--- config.mk ---
export PLATFORM = sky130hd
export DESIGN_NAME = tmsr_smbus_regs
export DESIGN_NICKNAME = d
export VERILOG_FILES = /design/src/tmsr_pkg.sv /design/src/tmsr_smbus_regs.sv /design/src/tmsr_limit_cmp.sv
export VERILOG_INCLUDE_DIRS = /design/src
export SDC_FILE = /design/constraint.sdc
export NUM_CORES = 1
export LEC_CHECK = 0
export ABC_AREA = 1
export BUFFER_PORTS_ARGS = -buffer_cell sky130_fd_sc_hd__buf_2
export CAP_MARGIN = 20
export CORE_UTILIZATION = 40
export CTS_CLUSTER_SIZE = 40
export DETAILED_ROUTE_END_ITERATION = 7
export MAX_ROUTING_LAYER = met4
export RECOVER_POWER = 100
export SYNTH_ARGS = -nofsm -noshare
export SYNTH_HDL_FRONTEND = slang
export SYNTH_SLANG_ARGS = --single-unit
--- constraint.sdc ---
create_clock -name ref_clk -period 3.9 [get_ports ref_clk]
set_clock_uncertainty 0.15 [all_clocks]
set_input_delay 0.78 -clock ref_clk [delete_from_list [all_inputs] [get_ports ref_clk]]
set_output_delay 0.78 -clock ref_clk [all_outputs]
set_load 0.1 [all_outputs]
--- src/tmsr_regs.svh ---
// Register map, strap address bases and reset values of the temperature monitor bus front end
`ifndef TMSR_REGS_SVH
`define TMSR_REGS_SVH
`define TMSR_RD_LOCAL_TEMP 8'h00
`define TMSR_RD_REMOTE_TEMP 8'h01
`define TMSR_RD_STATUS 8'h02
`define TMSR_RD_CONFIG 8'h03
`define TMSR_RD_RATE 8'h04
`define TMSR_RD_LOCAL_HIGH 8'h05
`define TMSR_RD_LOCAL_LOW 8'h06
`define TMSR_RD_REMOTE_HIGH 8'h07
`define TMSR_RD_REMOTE_LOW 8'h08
`define TMSR_WR_CONFIG 8'h09
`define TMSR_WR_RATE 8'h0A
`define TMSR_WR_LOCAL_HIGH 8'h0B
`define TMSR_WR_LOCAL_LOW 8'h0C
`define TMSR_WR_REMOTE_HIGH 8'h0D
`define TMSR_WR_REMOTE_LOW 8'h0E
`define TMSR_WR_SINGLE_SHOT 8'h0F
`define TMSR_RW_CORRECTION 8'h11
`define TMSR_RST_TEMP 8'h80
`define TMSR_RST_HIGH 8'h7F
`define TMSR_RST_LOW 8'hC9
`define TMSR_RST_CONFIG 8'h00
`define TMSR_RST_RATE 8'h02
`define TMSR_RST_CORRECTION 8'h00
`define TMSR_FILLER 8'hFF
`define TMSR_CFG_STANDBY_BIT 6
`define TMSR_ST_BUSY_BIT 7
`define TMSR_ST_LHIGH_BIT 6
`define TMSR_ST_LLOW_BIT 5
`define TMSR_ST_RHIGH_BIT 4
`define TMSR_ST_RLOW_BIT 3
`define TMSR_ADDR_BASE_LOW 7'h18
`define TMSR_ADDR_BASE_OPEN 7'h29
`define TMSR_ADDR_BASE_HIGH 7'h4C
`endif

--- src/tmsr_pkg.sv ---
// Types shared by the temperature monitor bus front end
package tmsr_pkg;
  typedef enum logic [1:0] {tmsr_strap_low, tmsr_strap_open, tmsr_strap_high} tmsr_strap_type;
  typedef enum logic [2:0] {
    tmsr_idle, tmsr_addr, tmsr_addr_ack, tmsr_wr_byte, tmsr_wr_ack, tmsr_rd_byte, tmsr_rd_ack
  } tmsr_state_type;
endpackage : tmsr_pkg

--- src/tmsr_smbus_regs.sv ---
// Bus slave, register file, limit checks and single-shot trigger
`timescale 1ns/1ps
`include "tmsr_regs.svh"
module tmsr_smbus_regs (
  // Clock and reset
  input wire logic ref_clk,
  input wire logic reset,
  // Address straps, two bits each: 0 low, 1 open, 2 high
  input wire logic [1:0] addr_strap_a,
  input wire logic [1:0] addr_strap_b,
  // Serial link, clock and data sampled synchronously
  input wire logic serial_clock_line,
  input wire logic serial_data_in,
  output logic serial_data_out,
  output logic serial_data_oe,
  // Standby pin, active low
  input wire logic standby_pin_n,
  // Converter side
  input wire logic conv_done,
  input wire logic [7:0] raw_local_temp,
  input wire logic [7:0] raw_remote_temp,
  output logic conv_start,
  output logic conv_busy,
  // Status visibility
  output logic [7:0] status_flags,
  output logic [6:0] slave_address
);
  tmsr_pkg::tmsr_state_type state;
  logic [7:0] register_pointer;
  logic [7:0] local_high_limit;
  logic [7:0] local_low_limit;
  logic [7:0] remote_high_limit;
  logic [7:0] remote_low_limit;
  logic [7:0] remote_temp_correction;
  logic [7:0] config_reg;
  logic [7:0] rate_reg;
  logic [7:0] local_temp;
  logic [7:0] remote_temp;
  logic [3:0] sticky;
  logic [7:0] shift;
  logic [3:0] bit_count;
  logic byte_index;
  logic strap_taken;
  logic scl_prev;
  logic sda_prev;
  logic read_dir;
  logic [7:0] read_byte;
  logic lh_above;
  logic lh_below;
  logic rm_above;
  logic rm_below;
  logic [7:0] next_remote;
  logic scl_rise;
  logic scl_fall;
  logic start_cond;
  logic stop_cond;
  logic status_read;
  logic wr_strobe;
  logic run_mode;
  logic shot_request;
  logic conv_request;
  logic [3:0] live_flags;
  logic addr_match;

  assign scl_rise = serial_clock_line & ~scl_prev;
  assign scl_fall = ~serial_clock_line & scl_prev;
  assign start_cond = serial_clock_line & scl_prev & sda_prev & ~serial_data_in;
  assign stop_cond = serial_clock_line & scl_prev & ~sda_prev & serial_data_in;
  assign addr_match = shift[7:1] == slave_address;

  function automatic logic [2:0] strap_code(input logic [1:0] s);
    case (s)
      2'h0: strap_code = 3'h0;
      2'h1: strap_code = 3'h1;
      default: strap_code = 3'h2;
    endcase
  endfunction : strap_code

  // Straps caught once after reset release, not under the async reset
  always_ff @(posedge ref_clk or posedge reset) begin
    if (reset) begin
      strap_taken <= 1'b0;
      slave_address <= 7'h00;
    end else if (!strap_taken) begin
      strap_taken <= 1'b1;
      case (strap_code(addr_strap_a))
        3'h0: slave_address <= 7'(`TMSR_ADDR_BASE_LOW + strap_code(addr_strap_b));
        3'h1: slave_address <= 7'(`TMSR_ADDR_BASE_OPEN + strap_code(addr_strap_b));
        default: slave_address <= 7'(`TMSR_ADDR_BASE_HIGH + strap_code(addr_strap_b));
      endcase
    end
  end

  // Idle-high reset values keep a false edge away after reset
  always_ff @(posedge ref_clk or posedge reset) begin
    if (reset) begin
      scl_prev <= 1'b1;
      sda_prev <= 1'b1;
    end else begin
      scl_prev <= serial_clock_line;
      sda_prev <= serial_data_in;
    end
  end

  // Write codes and unmapped codes return filler
  always_comb begin
    case (register_pointer)
      `TMSR_RD_LOCAL_TEMP: read_byte = local_temp;
      `TMSR_RD_REMOTE_TEMP: read_byte = remote_temp;
      `TMSR_RD_STATUS: read_byte = status_flags;
      `TMSR_RD_CONFIG: read_byte = config_reg;
      `TMSR_RD_RATE: read_byte = rate_reg;
      `TMSR_RD_LOCAL_HIGH: read_byte = local_high_limit;
      `TMSR_RD_LOCAL_LOW: read_byte = local_low_limit;
      `TMSR_RD_REMOTE_HIGH: read_byte = remote_high_limit;
      `TMSR_RD_REMOTE_LOW: read_byte = remote_low_limit;
      `TMSR_RW_CORRECTION: read_byte = remote_temp_correction;
      default: read_byte = `TMSR_FILLER;
    endcase
  end

  // Bus state machine; steps on falling clock, samples on rising clock
  always_ff @(posedge ref_clk or posedge reset) begin
    if (reset) begin
      state <= tmsr_pkg::tmsr_idle;
      shift <= 8'h00;
      bit_count <= 4'h0;
      byte_index <= 1'b0;
      read_dir <= 1'b0;
    end else if (start_cond) begin
      state <= tmsr_pkg::tmsr_addr;
      bit_count <= 4'h0;
      byte_index <= 1'b0;
    end else if (stop_cond) begin
      state <= tmsr_pkg::tmsr_idle;
    end else begin
      case (state)
        tmsr_pkg::tmsr_addr, tmsr_pkg::tmsr_wr_byte: begin
          if (scl_rise) begin
            shift <= {shift[6:0], serial_data_in};
            bit_count <= bit_count + 4'h1;
          end else if (scl_fall && bit_count == 4'h8) begin
            bit_count <= 4'h0;
            if (state == tmsr_pkg::tmsr_wr_byte) begin
              state <= tmsr_pkg::tmsr_wr_ack;
            end else if (addr_match) begin
              read_dir <= shift[0];
              state <= tmsr_pkg::tmsr_addr_ack;
            end else begin
              state <= tmsr_pkg::tmsr_idle;
            end
          end
        end
        tmsr_pkg::tmsr_addr_ack: begin
          if (scl_fall) begin
            state <= read_dir ? tmsr_pkg::tmsr_rd_byte : tmsr_pkg::tmsr_wr_byte;
            shift <= read_byte;
          end
        end
        tmsr_pkg::tmsr_wr_ack: begin
          if (scl_fall) begin
            byte_index <= 1'b1;
            // A third byte is not acknowledged
            state <= byte_index ? tmsr_pkg::tmsr_idle : tmsr_pkg::tmsr_wr_byte;
          end
        end
        tmsr_pkg::tmsr_rd_byte: begin
          if (scl_fall) begin
            shift <= {shift[6:0], 1'b1};
            bit_count <= bit_count + 4'h1;
            if (bit_count == 4'h7) begin
              state <= tmsr_pkg::tmsr_rd_ack;
              bit_count <= 4'h0;
            end
          end
        end
        tmsr_pkg::tmsr_rd_ack: begin
          // One byte per read, whatever the master answers
          if (scl_fall) begin
            state <= tmsr_pkg::tmsr_idle;
          end
        end
        default: state <= tmsr_pkg::tmsr_idle;
      endcase
    end
  end

  // Drive low for acknowledge and zero data bits; release otherwise
  always_comb begin
    case (state)
      tmsr_pkg::tmsr_addr_ack, tmsr_pkg::tmsr_wr_ack: serial_data_oe = 1'b1;
      tmsr_pkg::tmsr_rd_byte: serial_data_oe = ~shift[7];
      default: serial_data_oe = 1'b0;
    endcase
  end
  assign serial_data_out = 1'b0;

  // Byte completes at the ninth falling edge of a write
  assign wr_strobe = state == tmsr_pkg::tmsr_wr_ack && scl_fall;

  // Pointer takes the first byte of every write
  always_ff @(posedge ref_clk or posedge reset) begin
    if (reset) begin
      register_pointer <= 8'h00;
    end else if (wr_strobe && !byte_index) begin
      register_pointer <= shift;
    end
  end

  // Read-only and unmapped codes fall to the default and change nothing
  always_ff @(posedge ref_clk or posedge reset) begin
    if (reset) begin
      local_high_limit <= `TMSR_RST_HIGH;
      local_low_limit <= `TMSR_RST_LOW;
      remote_high_limit <= `TMSR_RST_HIGH;
      remote_low_limit <= `TMSR_RST_LOW;
      remote_temp_correction <= `TMSR_RST_CORRECTION;
      config_reg <= `TMSR_RST_CONFIG;
      rate_reg <= `TMSR_RST_RATE;
    end else if (wr_strobe && byte_index) begin
      case (register_pointer)
        `TMSR_WR_CONFIG: config_reg <= shift;
        `TMSR_WR_RATE: rate_reg <= shift;
        `TMSR_WR_LOCAL_HIGH: local_high_limit <= shift;
        `TMSR_WR_LOCAL_LOW: local_low_limit <= shift;
        `TMSR_WR_REMOTE_HIGH: remote_high_limit <= shift;
        `TMSR_WR_REMOTE_LOW: remote_low_limit <= shift;
        `TMSR_RW_CORRECTION: remote_temp_correction <= shift;
        default: ;
      endcase
    end
  end

  // Conversion control; standby by config bit or low pin
  assign run_mode = ~config_reg[`TMSR_CFG_STANDBY_BIT] & standby_pin_n;
  // Write event fires the shot only with the config standby bit set; its data byte goes nowhere
  assign shot_request = wr_strobe && byte_index && register_pointer == `TMSR_WR_SINGLE_SHOT
    && config_reg[`TMSR_CFG_STANDBY_BIT];
  assign conv_request = standby_pin_n && !conv_busy && !conv_done
    && (run_mode || shot_request);
  always_ff @(posedge ref_clk or posedge reset) begin
    if (reset) begin
      conv_start <= 1'b0;
    end else begin
      conv_start <= conv_request;
    end
  end

  // Pin low or a finished conversion drops busy
  always_ff @(posedge ref_clk or posedge reset) begin
    if (reset) begin
      conv_busy <= 1'b0;
    end else if (!standby_pin_n || conv_done) begin
      conv_busy <= 1'b0;
    end else if (conv_request) begin
      conv_busy <= 1'b1;
    end
  end

  // Signed add wraps at 8 bits, as the stored reading does
  assign next_remote = 8'(raw_remote_temp + remote_temp_correction);

  always_ff @(posedge ref_clk or posedge reset) begin
    if (reset) begin
      local_temp <= `TMSR_RST_TEMP;
      remote_temp <= `TMSR_RST_TEMP;
    end else if (conv_done && conv_busy && standby_pin_n) begin
      local_temp <= raw_local_temp;
      remote_temp <= next_remote;
    end
  end

  tmsr_limit_cmp u_local_cmp (
    .value(local_temp),
    .high_limit(local_high_limit),
    .low_limit(local_low_limit),
    .above(lh_above),
    .below(lh_below)
  );
  tmsr_limit_cmp u_remote_cmp (
    .value(remote_temp),
    .high_limit(remote_high_limit),
    .low_limit(remote_low_limit),
    .above(rm_above),
    .below(rm_below)
  );

  assign live_flags = {lh_above, lh_below, rm_above, rm_below};
  // Status read ends at the read acknowledge; set wins over clear
  assign status_read = state == tmsr_pkg::tmsr_rd_ack && scl_fall
    && register_pointer == `TMSR_RD_STATUS;
  always_ff @(posedge ref_clk or posedge reset) begin
    if (reset) begin
      sticky <= 4'h0;
    end else if (status_read) begin
      sticky <= live_flags;
    end else begin
      sticky <= sticky | live_flags;
    end
  end

  // Low three bits read as zero; sensor fault is not modelled
  assign status_flags = {conv_busy, sticky, 3'h0};
endmodule : tmsr_smbus_regs

--- src/tmsr_limit_cmp.sv ---
// Signed high and low limit comparator for one channel
`timescale 1ns/1ps
module tmsr_limit_cmp (
  // Measurement and limits
  input wire logic [7:0] value,
  input wire logic [7:0] high_limit,
  input wire logic [7:0] low_limit,
  // Alarms
  output logic above,
  output logic below
);
  // Equality is not an alarm
  assign above = $signed(value) > $signed(high_limit);
  assign below = $signed(value) < $signed(low_limit);
endmodule : tmsr_limit_cmp

==> metrics <==
run status=finished with violations; violated checks=max-capacitance violations, max-slew violations; Mean Syn Cell Area=approximately 7.4 µm²; fin nets=around 1000; CP Class=flop to output pin; Worst EP required=2.97 ns; switching power=slightly below 0.9 mW; drt wl/cell=15.6 µm; Setup WS pre-CTS=1.36 ns; DR vias=5803; CP startpoint kind=flop; Final HPWL DP=~13000 µm; Final Hold Viols=0; initial antenna violation count=0; slowest CP cell=dfrtp_1; synth-to-layout area growth=9.70%; Die Y=around 130 µm; pwr/cell area=just under 400 mW/mm²; IO Port Bufs=40; die footprint=0.0173 mm²; share of layout cells above drive strength 1=9.70%; Max Cap Viol=1; worst hold slack=approximately 0.34 ns; total design power=between 2 and 3 mW; Peak Freq=slightly above 300 MHz; routed wire length=18000 µm; final antenna diode count=0; worst-path fanout max=13; Worst-path clk slew=0.08 ns; setup ws final=approximately 0.67 ns; RSZ-0062 raised after global routing=no; cell area after synthesis=0.00670 mm²; Tightest Hold Check Type=flop to flop; vias per inst=5.03; Fillers=between 1.5k and 2k; Num CTS Buffers=9; clock power share=between 30% and 40%; clock root cell=clkbuf_16; TritonCTS clock tree=yes; boundary pin count=45; Clock Latency Late Sink=between 0.3 and 0.4 ns; Cell Chain, Critical Path=inv_1 > nand3_1 > clkbuf_1 > o211ai_1 > clkbuf_2; Seq pwr share=between 40% and 50%; commonest non-fill, non-tap cell in the layout=nand2_1; top layer in use=met4; Crit path arrival time=approximately 2.3 ns; Resized cells post-CTS=0; cells after synthesis=approximately 900; routability cong.=between 0.8 and 0.9; Post-CTS Setup Inserts=0; pin count of the biggest net entering global routing=between 60 and 70; met2 wire len=about 8000 µm; # DRC=0; library cells used by synthesis=37; Post-Layout Cell Count=1154; Initial DRT Pass Iterations=5; # setup viols final=0; most frequent cells in the layout=nand2_1 (256), inv_1 (111), o21ai_0 (90); global-route usage over all layers=roughly 23%; setup TNS=0 ns; R2R Setup Slk=1.01 ns; Inst Count DP=~1.1k; hold_buf cts=0; antenna-violating nets left=0; Core Rows=46; Final min period=3.23 ns; Worst-Margin Slew=roughly 2.4 ns; final count of pins violating max slew=53; asr flop ratio synth=100%; top post-synthesis cells by area=dfrtp_1 (32%), nand2_1 (14%), dfstp_2 (11%); number of synthesized flops with an enable pin=0; combinational power share=18.8%; Pint=1.96 mW; WL met1=8750 µm; vias in the first global route=approximately 5.4k; register area share after synthesis=a little over two fifths; leakage power=between 3 and 4 nW; clk sink count=around 110; crit share post-route=approximately 83%; global-route wire length before repair=between 20000 and 30000 µm; switch share=about a third; Die W=between 100 and 150 µm; CTS H-tree depth=3; Core Region=~0.016 mm²; YS warnings=0; Max stage delay on crit path=about 0.53 ns; Slew HR=-64.2%; #FFs+latches synth=between 100 and 150; number of DRC markers in iteration 0=about 500; Overflow after GRT=0; Initial Utilization=between 40% and 50%; post-synth top area cell=dfrtp_1; top cell type's share of synthesized area=roughly a third; Clock Path Buffers=2; ys flop type=dfrtp_1; VDD IR max=~0.24 mV; crit end category=output pin; met3 wire length=818 µm
metrics by stage:
stage / util, % / instance area (µm²)
2_1_floorplan: - / 6710
3_3_place_gp: 44.0 / 7090
3_5_place_dp: 44.0 / 7090
4_1_cts: 46.0 / 7410
5_1_grt: 45.6 / 7350
6_report: 45.6 / 7350
worst max-delay path, delay by kind of cell (launching register included):
kind / cells / cell delay, ns
buffers and inverters: 3 / 1.09
flip-flops: 1 / 0.53
AND/OR/NAND/NOR: 1 / 0.10
AO/OA/AOI/OAI: 1 / 0.21
layout make-up:
class                      instances  area [µm²]  share of cell area, %
clock buffer                       9         225                   3.07
clock inverter                     7        95.1                   1.29
inverter                         118         445                   6.06
multi-input combinational        647        3250                   44.3
sequential                       112        2840                   38.6
tap                              216         270                   3.68
timing repair buffer              45         223                   3.03
Yosys cell counts, types with 10 or more instances:
| cell | n |
|---|---|
| nand3_1 | 75 |
| o21ai_0 | 67 |
| dfstp_2 | 27 |
| inv_1 | 111 |
| clkbuf_1 | 10 |
| buf_2 | 11 |
| nand2_1 | 255 |
| nor3_1 | 16 |
| o21ai_1 | 32 |
| a21oi_1 | 30 |
| nor2_1 | 68 |
| ha_1 | 39 |
| nand4_1 | 12 |
| dfrtp_1 | 85 |
power by group through the flow:
stage	clock network [mW]	logic [mW]	registers (mW)
global placement	0	0.535	1.32
CTS	1.03	0.545	1.30
detailed placement	0	0.543	1.32
finish	1.01	0.537	1.30
floorplan	0	0.354	1.34
global route	1.07	0.605	1.31
path summary, 6_finish.rpt:
| kind | startpoint | cells past startpoint | to |
|---|---|---|---|
| hold / removal | rate_reg[0] | 2 | rate_reg[0] |
| max in group asynchronous | reset | 3 | local_low_limit[6] |
| setup reg to reg | register_pointer[4] | 8 | sticky[0] |
| min in group asynchronous | reset | 2 | register_pointer[7] |
| hold reg to reg | rate_reg[0] | 2 | rate_reg[0] |
| setup / recovery | state[0] | 5 | serial_data_oe |
routing by layer:
metal | vias up | global-route usage (%)
met3 | 21 | 3.90
met5 | - | -
met4 | 0 | 6.85
met2 | 152 | 34.3
met1 | 2661 | 30.9
li1 | 2969 | -
cell families (layout without fill, tap and decap cells):
group	count (synthesis)	after routing	share of synthesized area, %
other	2	5	0.112
adders and majority gates	40	40	7.58
AOI/OAI and AO/OA	142	142	11.0
xor gates and xnor gates	9	9	1.18
buffers and inverters	145	179	8.69
and+or+nand+nor	451	451	29.1
DFF	112	112	42.4
Note: power is estimated with default switching activity, not from simulation.
